File: src/rtl/selfprog_pkg.sv
package selfprog_pkg;
  // ===========================================================================
  // Flash geometry
  localparam int unsigned ADDR_W = 12;
  localparam logic [11:0] STALL_BASE = 12'h0c00;
  // Boot region base per fuse code; every entry sits at or above STALL_BASE.
  localparam logic [11:0] BOOT_BASE_0 = 12'h0c00;
  localparam logic [11:0] BOOT_BASE_1 = 12'h0e00;
  localparam logic [11:0] BOOT_BASE_2 = 12'h0f00;
  localparam logic [11:0] BOOT_BASE_3 = 12'h0f80;
  // ===========================================================================
  // Wishbone register map
  localparam logic [7:0] REG_CTRL = 8'h00;
  localparam logic [7:0] REG_STAT = 8'h04;
  localparam logic [7:0] REG_IRQ_STAT = 8'h08;
  localparam logic [7:0] REG_IRQ_MASK = 8'h0c;
  localparam int unsigned CTRL_REENABLE = 0;
  localparam int unsigned CTRL_APP_LOCK = 1;
  localparam int unsigned CTRL_BOOT_LOCK = 2;
  localparam int unsigned STAT_BUSY = 0;
  localparam int unsigned STAT_HALT = 1;
  localparam int unsigned STAT_ACTIVE = 2;
  localparam int unsigned EV_DONE = 0;
  localparam int unsigned EV_REJECT = 1;
  localparam int unsigned EV_W = 2;
  // ===========================================================================
  // Operations
  typedef enum logic [1:0] {
    OP_LOAD  = 2'b00,
    OP_ERASE = 2'b01,
    OP_WRITE = 2'b10,
    OP_NONE  = 2'b11
  } op_e;
  typedef enum logic [1:0] {
    ST_IDLE = 2'b00,
    ST_RUN  = 2'b01,
    ST_HALT = 2'b10
  } state_e;
  localparam int unsigned PROG_TIME_US = 4;
  localparam int unsigned CLK_MHZ = 50;
  localparam int unsigned PROG_CYCLES = PROG_TIME_US * CLK_MHZ;
  localparam int unsigned CNT_W = 8;
endpackage

File: src/rtl/region_decode.sv
// ===========================================================================
// Region classification of one flash address.
module region_decode
  import selfprog_pkg::*;
(
  input  wire logic [11:0] addr,
  input  wire logic [1:0]  boot_size,
  output logic             in_boot,
  output logic             in_stall
);
  logic [11:0] base;
  always_comb begin
    case (boot_size)
      2'b00:   base = BOOT_BASE_0;
      2'b01:   base = BOOT_BASE_1;
      2'b10:   base = BOOT_BASE_2;
      default: base = BOOT_BASE_3;
    endcase
    in_boot = (addr >= base);
    in_stall = (addr >= STALL_BASE);
  end
endmodule

File: src/rtl/selfprog_flash_section_control.sv
// ===========================================================================
// Self-programming region access control.
module selfprog_flash_section_control
  import selfprog_pkg::*;
(
  input  wire logic        CORE_CLK,
  input  wire logic        RSTN,
  input  wire logic [1:0]  BOOT_SIZE_FUSES,
  input  wire logic [11:0] PC_ADDR,
  input  wire logic        SPI_VALID,
  input  wire logic [1:0]  SPI_OP,
  input  wire logic [11:0] SPI_TARGET,
  input  wire logic        READ_REQ,
  input  wire logic [11:0] READ_ADDR,
  output logic             READ_ALLOW,
  output logic             CPU_HALT,
  output logic             FLASH_START,
  output logic [1:0]       FLASH_OP,
  output logic [11:0]      FLASH_ADDR,
  output logic             BUSY_FLAG,
  output logic             IRQ,
  input  wire logic        WB_CYC_I,
  input  wire logic        WB_STB_I,
  input  wire logic        WB_WE_I,
  input  wire logic [7:0]  WB_ADR_I,
  input  wire logic [3:0]  WB_SEL_I,
  input  wire logic [31:0] WB_DAT_I,
  output logic [31:0]      WB_DAT_O,
  output logic             WB_ACK_O
);
  typedef struct packed {
    state_e           st;
    logic [CNT_W-1:0] cnt;
    logic [CNT_W-1:0] halt_len;
    logic             busy;
    logic             app_lock;
    logic             boot_lock;
    logic [EV_W-1:0]  ev;
    logic [EV_W-1:0]  mask;
    logic             start;
    logic [1:0]       op;
    logic [11:0]      addr;
    logic             ack;
    logic [31:0]      rdata;
  } state_s;
  state_s r;
  state_s n;
  logic pc_boot;
  logic pc_stall;
  logic tg_boot;
  logic tg_stall;
  logic rd_boot;
  logic rd_stall;
  region_decode u_pc (
    .addr      (PC_ADDR),
    .boot_size (BOOT_SIZE_FUSES),
    .in_boot   (pc_boot),
    .in_stall  (pc_stall)
  );
  region_decode u_tg (
    .addr      (SPI_TARGET),
    .boot_size (BOOT_SIZE_FUSES),
    .in_boot   (tg_boot),
    .in_stall  (tg_stall)
  );
  region_decode u_rd (
    .addr      (READ_ADDR),
    .boot_size (BOOT_SIZE_FUSES),
    .in_boot   (rd_boot),
    .in_stall  (rd_stall)
  );
  logic wb_req;
  logic wb_wr;
  logic locked;
  logic accept;
  logic prog;
  logic reject;
  logic done;
  logic [CNT_W-1:0] prog_cnt;
  assign prog_cnt = CNT_W'(PROG_CYCLES - 1);
  assign wb_req = WB_CYC_I && WB_STB_I && !r.ack;
  assign wb_wr = wb_req && WB_WE_I && WB_SEL_I[0];
  // Each region is governed by its own lock bit.
  assign locked = tg_boot ? r.boot_lock : r.app_lock;
  // Boot-loader code may reach any address; application code never programs.
  assign accept = SPI_VALID && pc_boot && (r.st == ST_IDLE);
  assign prog = accept && (SPI_OP == OP_ERASE || SPI_OP == OP_WRITE) && !locked;
  assign reject = SPI_VALID && !(accept && (SPI_OP == OP_LOAD || prog));
  assign done = (r.st != ST_IDLE) && (r.cnt == '0);
  // Named only for the checks.
  logic load_cmd;
  logic reenable_wr;
  assign load_cmd = accept && (SPI_OP == OP_LOAD);
  assign reenable_wr = wb_wr && (WB_ADR_I == REG_CTRL) && WB_DAT_I[CTRL_REENABLE];
  // ===========================================================================
  // Next state.
  always_comb begin
    n = r;
    n.start = 1'b0;
    n.ack = wb_req;
    case (r.st)
      ST_IDLE: begin
        if (prog) begin
          n.cnt = prog_cnt;
          n.st = tg_stall ? ST_HALT : ST_RUN;
          n.busy = r.busy | !tg_stall;
        end
      end
      ST_RUN, ST_HALT: begin
        if (r.cnt == '0) begin
          n.st = ST_IDLE;
        end else begin
          n.cnt = r.cnt - 1'b1;
        end
      end
      default: n.st = ST_IDLE;
    endcase
    // Halt cycles counted apart from cnt, so the checks do not trust the counter they watch.
    n.halt_len = (n.st == ST_HALT) ? r.halt_len + 1'b1 : '0;
    if (accept && (SPI_OP == OP_LOAD || prog)) begin
      n.start = 1'b1;
      n.op = SPI_OP;
      n.addr = SPI_TARGET;
    end
    // The page load clears busy only when nothing is running.
    if (accept && SPI_OP == OP_LOAD) begin
      n.busy = 1'b0;
    end
    if (wb_wr && WB_ADR_I == REG_CTRL) begin
      n.app_lock = WB_DAT_I[CTRL_APP_LOCK];
      n.boot_lock = WB_DAT_I[CTRL_BOOT_LOCK];
      if (WB_DAT_I[CTRL_REENABLE] && r.st == ST_IDLE && !prog) begin
        n.busy = 1'b0;
      end
    end
    if (wb_wr && WB_ADR_I == REG_IRQ_MASK) begin
      n.mask = WB_DAT_I[EV_W-1:0];
    end
    if (wb_wr && WB_ADR_I == REG_IRQ_STAT) begin
      n.ev = r.ev & ~WB_DAT_I[EV_W-1:0];
    end
    // A new event wins over a clear in the same cycle.
    if (done) begin
      n.ev[EV_DONE] = 1'b1;
    end
    if (reject) begin
      n.ev[EV_REJECT] = 1'b1;
    end
    n.rdata = '0;
    if (wb_req && !WB_WE_I) begin
      case (WB_ADR_I)
        REG_CTRL: n.rdata = {29'h0000_0000, r.boot_lock, r.app_lock, 1'b0};
        REG_STAT: n.rdata = {29'h0000_0000, r.st != ST_IDLE, r.st == ST_HALT, r.busy};
        REG_IRQ_STAT: n.rdata = {30'h0000_0000, r.ev};
        REG_IRQ_MASK: n.rdata = {30'h0000_0000, r.mask};
        default: n.rdata = '0;
      endcase
    end
  end
  // ===========================================================================
  // State register.
  always_ff @(posedge CORE_CLK or negedge RSTN) begin
    if (!RSTN) begin
      r <= '{st: ST_IDLE, op: OP_NONE, default: '0};
    end else begin
      r <= n;
    end
  end
  // ===========================================================================
  // Outputs. Page grouping never touches the read path; only region matters.
  assign CPU_HALT = (r.st == ST_HALT);
  assign READ_ALLOW = READ_REQ && !CPU_HALT && (rd_stall || !r.busy);
  assign BUSY_FLAG = r.busy;
  assign FLASH_START = r.start;
  assign FLASH_OP = r.op;
  assign FLASH_ADDR = r.addr;
  assign IRQ = |(r.ev & r.mask);
  assign WB_ACK_O = r.ack;
  assign WB_DAT_O = r.rdata;

  // ===========================================================================
  // Checks: store-program acceptance.

  a_app_ignored: assert property (@(posedge CORE_CLK) disable iff (!RSTN)
    (SPI_VALID && !pc_boot)
    |=> !FLASH_START)
    else $error("program accepted from application");

  a_boot_start: assert property (@(posedge CORE_CLK) disable iff (!RSTN)
    FLASH_START
    |-> ($past(SPI_VALID) && $past(pc_boot)))
    else $error("start without boot origin");

  a_any_target: assert property (@(posedge CORE_CLK) disable iff (!RSTN)
    (prog && tg_boot)
    |=> (FLASH_START && FLASH_ADDR == $past(SPI_TARGET)))
    else $error("boot target refused");

  a_start_addr: assert property (@(posedge CORE_CLK) disable iff (!RSTN)
    FLASH_START
    |-> (FLASH_ADDR == $past(SPI_TARGET)))
    else $error("start address differs from target");

  a_start_op: assert property (@(posedge CORE_CLK) disable iff (!RSTN)
    FLASH_START
    |-> (FLASH_OP == $past(SPI_OP) && FLASH_OP != OP_NONE))
    else $error("start carries wrong operation");

  a_single_op: assert property (@(posedge CORE_CLK) disable iff (!RSTN)
    (SPI_VALID && r.st != ST_IDLE)
    |=> !FLASH_START)
    else $error("start while operation active");

  a_lock_app: assert property (@(posedge CORE_CLK) disable iff (!RSTN)
    (SPI_VALID && !tg_boot && r.app_lock)
    |=> (!FLASH_START || FLASH_OP == OP_LOAD))
    else $error("application lock ignored");

  a_lock_boot: assert property (@(posedge CORE_CLK) disable iff (!RSTN)
    (SPI_VALID && tg_boot && r.boot_lock)
    |=> (!FLASH_START || FLASH_OP == OP_LOAD))
    else $error("boot lock ignored");

  a_reject_flag: assert property (@(posedge CORE_CLK) disable iff (!RSTN)
    reject
    |=> r.ev[EV_REJECT])
    else $error("rejected instruction not flagged");

  // ===========================================================================
  // Checks: region map and timing.
  // A wrong reload of cnt would stretch or cut the halt, so its length is counted apart.

  a_boot_inside: assert property (@(posedge CORE_CLK) disable iff (!RSTN)
    pc_boot
    |-> pc_stall)
    else $error("boot region outside stalling region");

  a_halt_stall: assert property (@(posedge CORE_CLK) disable iff (!RSTN)
    (prog && tg_stall)
    |=> CPU_HALT [*8])
    else $error("stalling program not halting");

  a_halt_origin: assert property (@(posedge CORE_CLK) disable iff (!RSTN)
    $rose(CPU_HALT)
    |-> ($past(prog) && $past(tg_stall)))
    else $error("halt without stalling program");

  a_halt_len: assert property (@(posedge CORE_CLK) disable iff (!RSTN)
    (CPU_HALT && r.cnt == '0)
    |-> (r.halt_len == CNT_W'(PROG_CYCLES)))
    else $error("halt length wrong");

  a_halt_end: assert property (@(posedge CORE_CLK) disable iff (!RSTN)
    (CPU_HALT && r.cnt == '0)
    |=> !CPU_HALT)
    else $error("halt outlasts operation");

  a_halt_busy: assert property (@(posedge CORE_CLK) disable iff (!RSTN)
    (prog && tg_stall)
    |=> (BUSY_FLAG == $past(BUSY_FLAG)))
    else $error("stalling program moved busy");

  a_run_conc: assert property (@(posedge CORE_CLK) disable iff (!RSTN)
    (prog && !tg_stall)
    |=> (!CPU_HALT && BUSY_FLAG) [*8])
    else $error("concurrent program halted");

  // ===========================================================================
  // Checks: read gating.
  // Stalling-region reads must survive a concurrent operation, or the boot loader starves.

  a_block_read: assert property (@(posedge CORE_CLK) disable iff (!RSTN)
    (BUSY_FLAG && !rd_stall)
    |-> !READ_ALLOW)
    else $error("blocked region read");

  a_stall_read: assert property (@(posedge CORE_CLK) disable iff (!RSTN)
    (READ_REQ && rd_stall && !CPU_HALT)
    |-> READ_ALLOW)
    else $error("stalling region read refused");

  a_halt_read: assert property (@(posedge CORE_CLK) disable iff (!RSTN)
    CPU_HALT
    |-> !READ_ALLOW)
    else $error("read during halt");

  a_free_read: assert property (@(posedge CORE_CLK) disable iff (!RSTN)
    (READ_REQ && !CPU_HALT && !BUSY_FLAG)
    |-> READ_ALLOW)
    else $error("idle read refused");

  // ===========================================================================
  // Checks: busy flag.
  // Busy is the only guard software has, so it must not drop while an operation runs.

  a_busy_origin: assert property (@(posedge CORE_CLK) disable iff (!RSTN)
    $rose(BUSY_FLAG)
    |-> ($past(prog) && !$past(tg_stall)))
    else $error("busy set without concurrent program");

  a_busy_release: assert property (@(posedge CORE_CLK) disable iff (!RSTN)
    $fell(BUSY_FLAG)
    |-> ($past(load_cmd) || $past(reenable_wr)))
    else $error("busy cleared without cause");

  a_busy_kept: assert property (@(posedge CORE_CLK) disable iff (!RSTN)
    (reenable_wr && r.st != ST_IDLE && BUSY_FLAG)
    |=> BUSY_FLAG)
    else $error("busy dropped during operation");

  a_load_clear: assert property (@(posedge CORE_CLK) disable iff (!RSTN)
    load_cmd
    |=> !BUSY_FLAG)
    else $error("page load kept busy");

  a_busy_stat: assert property (@(posedge CORE_CLK) disable iff (!RSTN)
    (WB_ACK_O && $past(WB_ADR_I) == REG_STAT && !$past(WB_WE_I))
    |-> (WB_DAT_O[STAT_BUSY] == $past(BUSY_FLAG)))
    else $error("status busy bit wrong");

  // ===========================================================================
  // Checks: register bus and events.

  a_ack_once: assert property (@(posedge CORE_CLK) disable iff (!RSTN)
    WB_ACK_O
    |=> !WB_ACK_O)
    else $error("acknowledge longer than one cycle");

  a_ack_follows: assert property (@(posedge CORE_CLK) disable iff (!RSTN)
    (WB_CYC_I && WB_STB_I && !WB_ACK_O)
    |=> WB_ACK_O)
    else $error("request not acknowledged");

  a_done_flag: assert property (@(posedge CORE_CLK) disable iff (!RSTN)
    done
    |=> r.ev[EV_DONE])
    else $error("finished operation not flagged");

  // ===========================================================================
  // Scenario coverage.
  c_conc: cover property (@(posedge CORE_CLK) disable iff (!RSTN) prog && !tg_stall);
  c_stall: cover property (@(posedge CORE_CLK) disable iff (!RSTN) prog && tg_stall);
  c_reject: cover property (@(posedge CORE_CLK) disable iff (!RSTN) SPI_VALID && !pc_boot);
  c_irq: cover property (@(posedge CORE_CLK) disable iff (!RSTN) $rose(IRQ));
  c_load: cover property (@(posedge CORE_CLK) disable iff (!RSTN) load_cmd);
endmodule

File: config.mk
export PLATFORM = sky130hd
export DESIGN_NAME = selfprog_flash_section_control
export DESIGN_NICKNAME = d
export VERILOG_FILES = /design/src/rtl/selfprog_pkg.sv /design/src/rtl/region_decode.sv /design/src/rtl/selfprog_flash_section_control.sv
export SDC_FILE = /design/constraint.sdc
export NUM_CORES = 1
export LEC_CHECK = 0
export BUFFER_PORTS_ARGS = -buffer_cell sky130_fd_sc_hd__buf_2
export CAP_MARGIN = 20
export CORE_MARGIN = 5
export CORE_UTILIZATION = 40
export CTS_CLUSTER_SIZE = 12
export DETAILED_ROUTE_END_ITERATION = 8
export PLACE_DENSITY = 0.72
export SLEW_MARGIN = 10
export SYNTH_ARGS = -nofsm -noshare
export SYNTH_HDL_FRONTEND = slang
export SYNTH_SLANG_ARGS = --single-unit
File: constraint.sdc
create_clock -name CORE_CLK -period 6.21 [get_ports CORE_CLK]
set_input_delay 0.3105 -clock CORE_CLK [delete_from_list [all_inputs] [get_ports CORE_CLK]]
set_output_delay 0.3105 -clock CORE_CLK [all_outputs]
set_load 0.02 [all_outputs]
Yosys cells after proc, flatten, opt, wreduce, memory -nomap -nowiden

Index checks and enable logic that the tools add are counted.

Bits in registers: 65
Bits of input ports: 91
Output and inout port bits: 52
Word-level logic and storage cells: 97

Add/subtract/negate cells: 1
Order comparisons: 4
Eq/ne operators: 12
Muxes and demuxes: 19
Bitwise logic cells: 4
Reductions and logical operators: 44

Operator list:

| operator                                                  | count |
|---|---|
| case mux 10 bit (3 select lines)                          | 1 |
| greater-or-equal comparator 12 bit                        | 2 |
| greater-or-equal comparator 12 bit, second input constant | 2 |
| logical AND 1 bit                                         | 20 |
| == test 8 x 4 -> 1 bit, second input constant             | 2 |
| logical NOT 8 bit                                         | 2 |
| case mux 8 bit (2 select lines)                           | 1 |
| 2-to-1 mux 15 bit                                         | 1 |
| case mux 3 bit (4 select lines)                           | 1 |
| 2-to-1 mux 10 bit                                         | 1 |
| == test 8 x 3 -> 1 bit, second input constant             | 1 |
| logical NOT 1 bit                                         | 8 |
| 2-to-1 mux 8 bit                                          | 1 |
| nonzero test 2 bit                                        | 4 |
| subtractor 8 x 1 -> 8 bit, second input constant          | 1 |
| 2-to-1 mux 1 bit                                          | 7 |
| == test 2 x 1 -> 1 bit, second input constant             | 3 |
| == test 2 bit, second input constant                      | 3 |
| logical NOT 2 bit                                         | 3 |
| 2-to-1 mux 2 bit                                          | 3 |
| 2-to-1 mux 3 bit                                          | 2 |
| != test 2 bit, second input constant                      | 3 |
| bitwise AND 2 bit                                         | 2 |
| case mux 2 bit (2 select lines)                           | 1 |
| other kinds (6)                                           | 9 |

Depth between registers and ports, before layout

Depth after elaboration: 12
Depth in mapped cells: 9
Depth with buffers taken out: 8

Cells and area by module

A second synthesis with hierarchy kept.

Cell total of the unflattened synthesis: 258
Area total of the unflattened synthesis: 2,541.2 sq um

Modules (own cells, without submodules):

| module                         | times used | cells an instance | area each (sq um) |
|---|---|---|---|
| selfprog_flash_section_control | 1          | 207               | 2,184.6 |
| region_decode                  | 3          | 17                | 118.9 |

Worst setup path after synthesis

No wires, ideal clock.

Path kind: in2reg
Start point: input port BOOT_SIZE_FUSES[0]
End point: register r, in the netlist FLASH_ADDR[0]
Arrival time: 2.580 ns
Data required time: 6.083 ns
Path slack: 3.503 ns
Stages on the path: 9
Buffers on the path: 2
Path through: and2_1 -> ha_1 -> or4b_4 -> o2111a_1 -> nor4_4 -> o21a_1 -> buf_2 -> buf_6 -> mux2_1

Longest elaborated chain between the ends: 9
Elaborated cells between the ends (all ways): 14
Classes of those cells: order compare: 2; eq/ne: 2; mux: 2; reduce/logical: 8

RTL lines:

| element                                     | RTL line                              | RTL |
|---|---|---|
| from (decl)                                 | selfprog_flash_section_control.sv:8   | `input wire logic [1:0] BOOT_SIZE_FUSES,` |
| == test 2 bit, or another cell as far along | n/a                                   |  |
| case mux 10 bit (3 select lines) (*)        | n/a                                   |  |
| greater-or-equal comparator 12 bit          | region_decode.sv:19                   | `in_boot = (addr >= base);` |
| logical AND 1 bit (2 in series)             | selfprog_flash_section_control.sv:86  | `assign accept = SPI_VALID && pc_boot && (r.st == ST_IDLE);` |
| logical AND 1 bit (2 in series)             | selfprog_flash_section_control.sv:87  | `assign prog = accept && (SPI_OP == OP_ERASE \|\| SPI_OP == OP_WRITE) && !locked;` |
| logical OR 1 bit                            | selfprog_flash_section_control.sv:120 | `if (accept && (SPI_OP == OP_LOAD \|\| prog)) begin` |
| logical AND 1 bit (*)                       | selfprog_flash_section_control.sv:120 |  |
| to (signal assigned)                        | selfprog_flash_section_control.sv:166 | `r <= n;` |
| to (decl)                                   | selfprog_flash_section_control.sv:46  | `state_s r;` |

Mark *: on every way between the ends. The rest lies on a longest branch, timed or not.
A chain may end at the register's enable or synchronous reset.

Worst setup path in the final report

Start point: register r[71] (netlist name)
End point: register r, in the netlist FLASH_ADDR[1]

Longest elaborated chain between the ends: 6

RTL lines:

| element                         | RTL line |
|---|---|
| logical NOT 2 bit (*)           | selfprog_flash_section_control.sv:86 |
| logical AND 1 bit (*)           | selfprog_flash_section_control.sv:86 |
| logical AND 1 bit (2 in series) | selfprog_flash_section_control.sv:87 |
| logical OR 1 bit                | selfprog_flash_section_control.sv:120 |
| logical AND 1 bit (*)           | selfprog_flash_section_control.sv:120 |

Marked as above.

==> out/results.txt <==
Setup Viol. Count Final: 0
Hold Crit Class: input port to async pin
Vias in the first global route: 1844
Fin. Hold Viols: 0
Share of cells above drive strength 1: 30.8%
First-pass GRT wire length: 8.31 mm
Cts repair resizes: 0
# IOs: 143
Async set or reset register ratio after synthesis: 100%
CTS Root Cell: clkbuf_8
Initial core utilization: 41.4%
Row count: 28
Largest net degree at the start of global routing: 37
Setup TNS: 0 ns
Clock-pin transition on the worst setup and hold timing paths: 0.07 ns
Sequential share of the synthesized area: 36.6%
Remaining global-route overflow: 0
H-tree depth: 2
Initial antenna violation count: 0
Tmin final: 3.20 ns
Yosys warnings: 0
Final setup margin: 3.01 ns
Chip height: 88.5 um
Final critical-path share of the clock period: 51.6%
CP endpoint kind: flop
NumNets Final: 409
Pre-CTS WS: 2.94 ns
Max Root-Sink Buffers: 2
Crit Path Class: flop to flop
N_diodes: 0
Syn Inst Count: 254
DRC violations left: 0
TritonCTS clock tree: yes
RSZ-0062 raised after global routing: false
Vias: 1943
Max Clock Skew: 0.00283 ns
CP arrival: 3.37 ns
RD Place Congestion: 0.892
Ys flop type: dfrtp_1
Syn_area_per_cell: 9.70 um2
Via density: 5.07
Maximum clock frequency: 312 MHz
Crit path max fanout: 16
Drt wl/cell: 13.9 um
Worst VDD drop: 226 uV
ANT nets after route: 0
DIE AREA: 0.00783 mm2
Initial DRC Count: 101
Worst slew margin: 46.9%
Yosys top cell area share: 34.5%
Iteration count of the initial detailed-routing pass: 4
Post-synth top area cell: dfrtp_1
Post-synth EDFFs: 0
Num CTS Buffers: 5
Post-Route WL: 5.31 mm
GRT Util Overall: 13.4%
Area Growth Syn to Fin: 11.4%
Max capacitance violation total: 0
PD cells: 321 mW/mm2
Startpoint class of the critical path: flop
Core area: 0.00596 mm2
Post-DP HPWL: 4.26 mm
Synth area leaders: dfrtp_1 35%, buf_4 14%, mux2_1 6.4%
Clk_lat worst skew: 0.28 ns
Fillers: 571
Pins over their slew limit: 0
DIE WIDTH: 88.5 um
Hold buffers post-CTS: 0
Postcts setup bufs: 0
Distinct cells, synth: 54
Cell Area, Synth: 0.00246 mm2
Clk sinks: 36
Port-buffer cells: 71
Status: finished, final reports clean
Required time of the critical path: 6.37 ns
Leakage: 1.35 nW
Slew @ Worst Pin: 0.797 ns
#FFs+latches synth: 36
-- Yosys cell counts, drive strengths merged, types with 2 or more instances --
| library cell | instances |
|---|---|
| nand2 | 17 |
| nor4 | 8 |
| o2bb2ai | 4 |
| a21oi | 10 |
| dfstp | 2 |
| nand4 | 2 |
| nor2 | 14 |
| or4 | 3 |
| nor2b | 2 |
| and2 | 2 |
| o21ai | 6 |
| nand3b | 2 |
| nand2b | 2 |
| or2 | 2 |
| nor3 | 6 |
| a221oi | 2 |
| o21a | 3 |
| dfrtp | 34 |
| mux2 | 20 |
| a22o | 2 |
| ha | 11 |
| inv | 15 |
| a31oi | 3 |
| or3 | 2 |
| nand3 | 6 |
| buf | 49 |
| o22ai | 3 |
| clkbuf | 4 |
| a221o | 2 |
-- cells by family (layout without fill, tap and decap cells) --
| group | Yosys count | after routing | share of synthesized area, % |
|---|---|---|---|
| AND/OR/NAND/NOR | 70 | 70 | 15.6 |
| buffers and inverters | 68 | 94 | 17.8 |
| AO/OA/AOI/OAI | 45 | 45 | 13.3 |
| flip-flops | 36 | 36 | 36.6 |
| multiplexers | 22 | 22 | 10.6 |
| adder cells (fa/ha/maj) | 11 | 11 | 5.58 |
| other | 1 | 29 | 0.152 |
| XOR/XNOR | 1 | 1 | 0.355 |
-- stage by stage --
| step | total power [W] | utilization [%] | cells | hold slack [ns] | instance area [um2] |
|---|---|---|---|---|---|
| after floorplan | 0.000652 | - | 282 | 0.0149 | 2570 |
| after global placement | 0.000678 | 44.3 | 375 | 0.429 | 2640 |
| after detailed placement | 0.000688 | 44.3 | 375 | 0.426 | 2640 |
| after CTS | 0.000891 | 46.1 | 383 | 0.135 | 2750 |
| after global routing | 0.000944 | 46.1 | 383 | 0.174 | 2750 |
| final | 0.000881 | 46.1 | 383 | 0.111 | 2750 |
-- cells in the final DEF, fill, tap and decap left out, types with 10 or more instances in the layout --
cell,count
conb_1,29
ha_1,11
a21oi_1,10
dfrtp_1,34
nor2_1,14
buf_2,71
mux2_1,14
inv_1,15
nand2_1,16
-- per-layer routing --
layer | track usage [%] | share of wire, % | vias to the layer above
met2 | 23.2 | 49 | 83
met1 | 16.0 | 39 | 915
met4 | 4.95 | 1.6 | 0
met3 | 3.35 | 10 | 8
met5 | 0 | 0 | -
li1 | - | - | 937
-- where the power goes --
group	switching, W	total, W	internal (W)
combinational	0.000214	0.000338	0.000125
clock	0.0000807	0.000200	0.000119
sequential	0.0000410	0.000343	0.000302
-- final timing paths --
check | start | endpoint | slack [ns] | cells after the start
worst min-delay path | RSTN | FLASH_ADDR[6] | 0.11 | 1
min in group CORE_CLK | WB_STB_I | WB_ACK_O | 0.24 | 3
worst max-delay path | r[71] | FLASH_ADDR[1] | 3.01 | 7
worst min register to register | WB_ACK_O | WB_ACK_O | 0.43 | 1
worst max register to register | r[71] | FLASH_ADDR[1] | 3.01 | 7
max in group asynchronous | RSTN | FLASH_ADDR[9] | 5.60 | 1
-- area by class of cell --
type / count / area, um2 / share of cell area [%]
flip-flops and latches: 36 / 903 / 32.9
inverters: 15 / 56.3 / 2.05
multi-input cells: 178 / 1230 / 44.8
well taps: 75 / 93.8 / 3.42
clock inverters: 2 / 35.0 / 1.28
clock buffers: 6 / 72.6 / 2.64
repair buffers: 71 / 355 / 12.9
-- registers in the layout, summed over array words and instances, names as in the netlist --
name / cells
BUSY_FLAG: 1
FLASH_ADDR: 12
FLASH_OP: 2
FLASH_START: 1
WB_ACK_O: 1
WB_DAT_O: 3
r: 16
-- critical path, cell delays in order (launching register included) --
cell and delay, ns:
dfrtp_1 0.39, inv_1 0.08, ha_1 0.45, nand4_1 0.25
or4_1 0.55, o22ai_2 0.27, o21a_1 0.70, mux2_1 0.39
(Power assumes the default switching activity.)
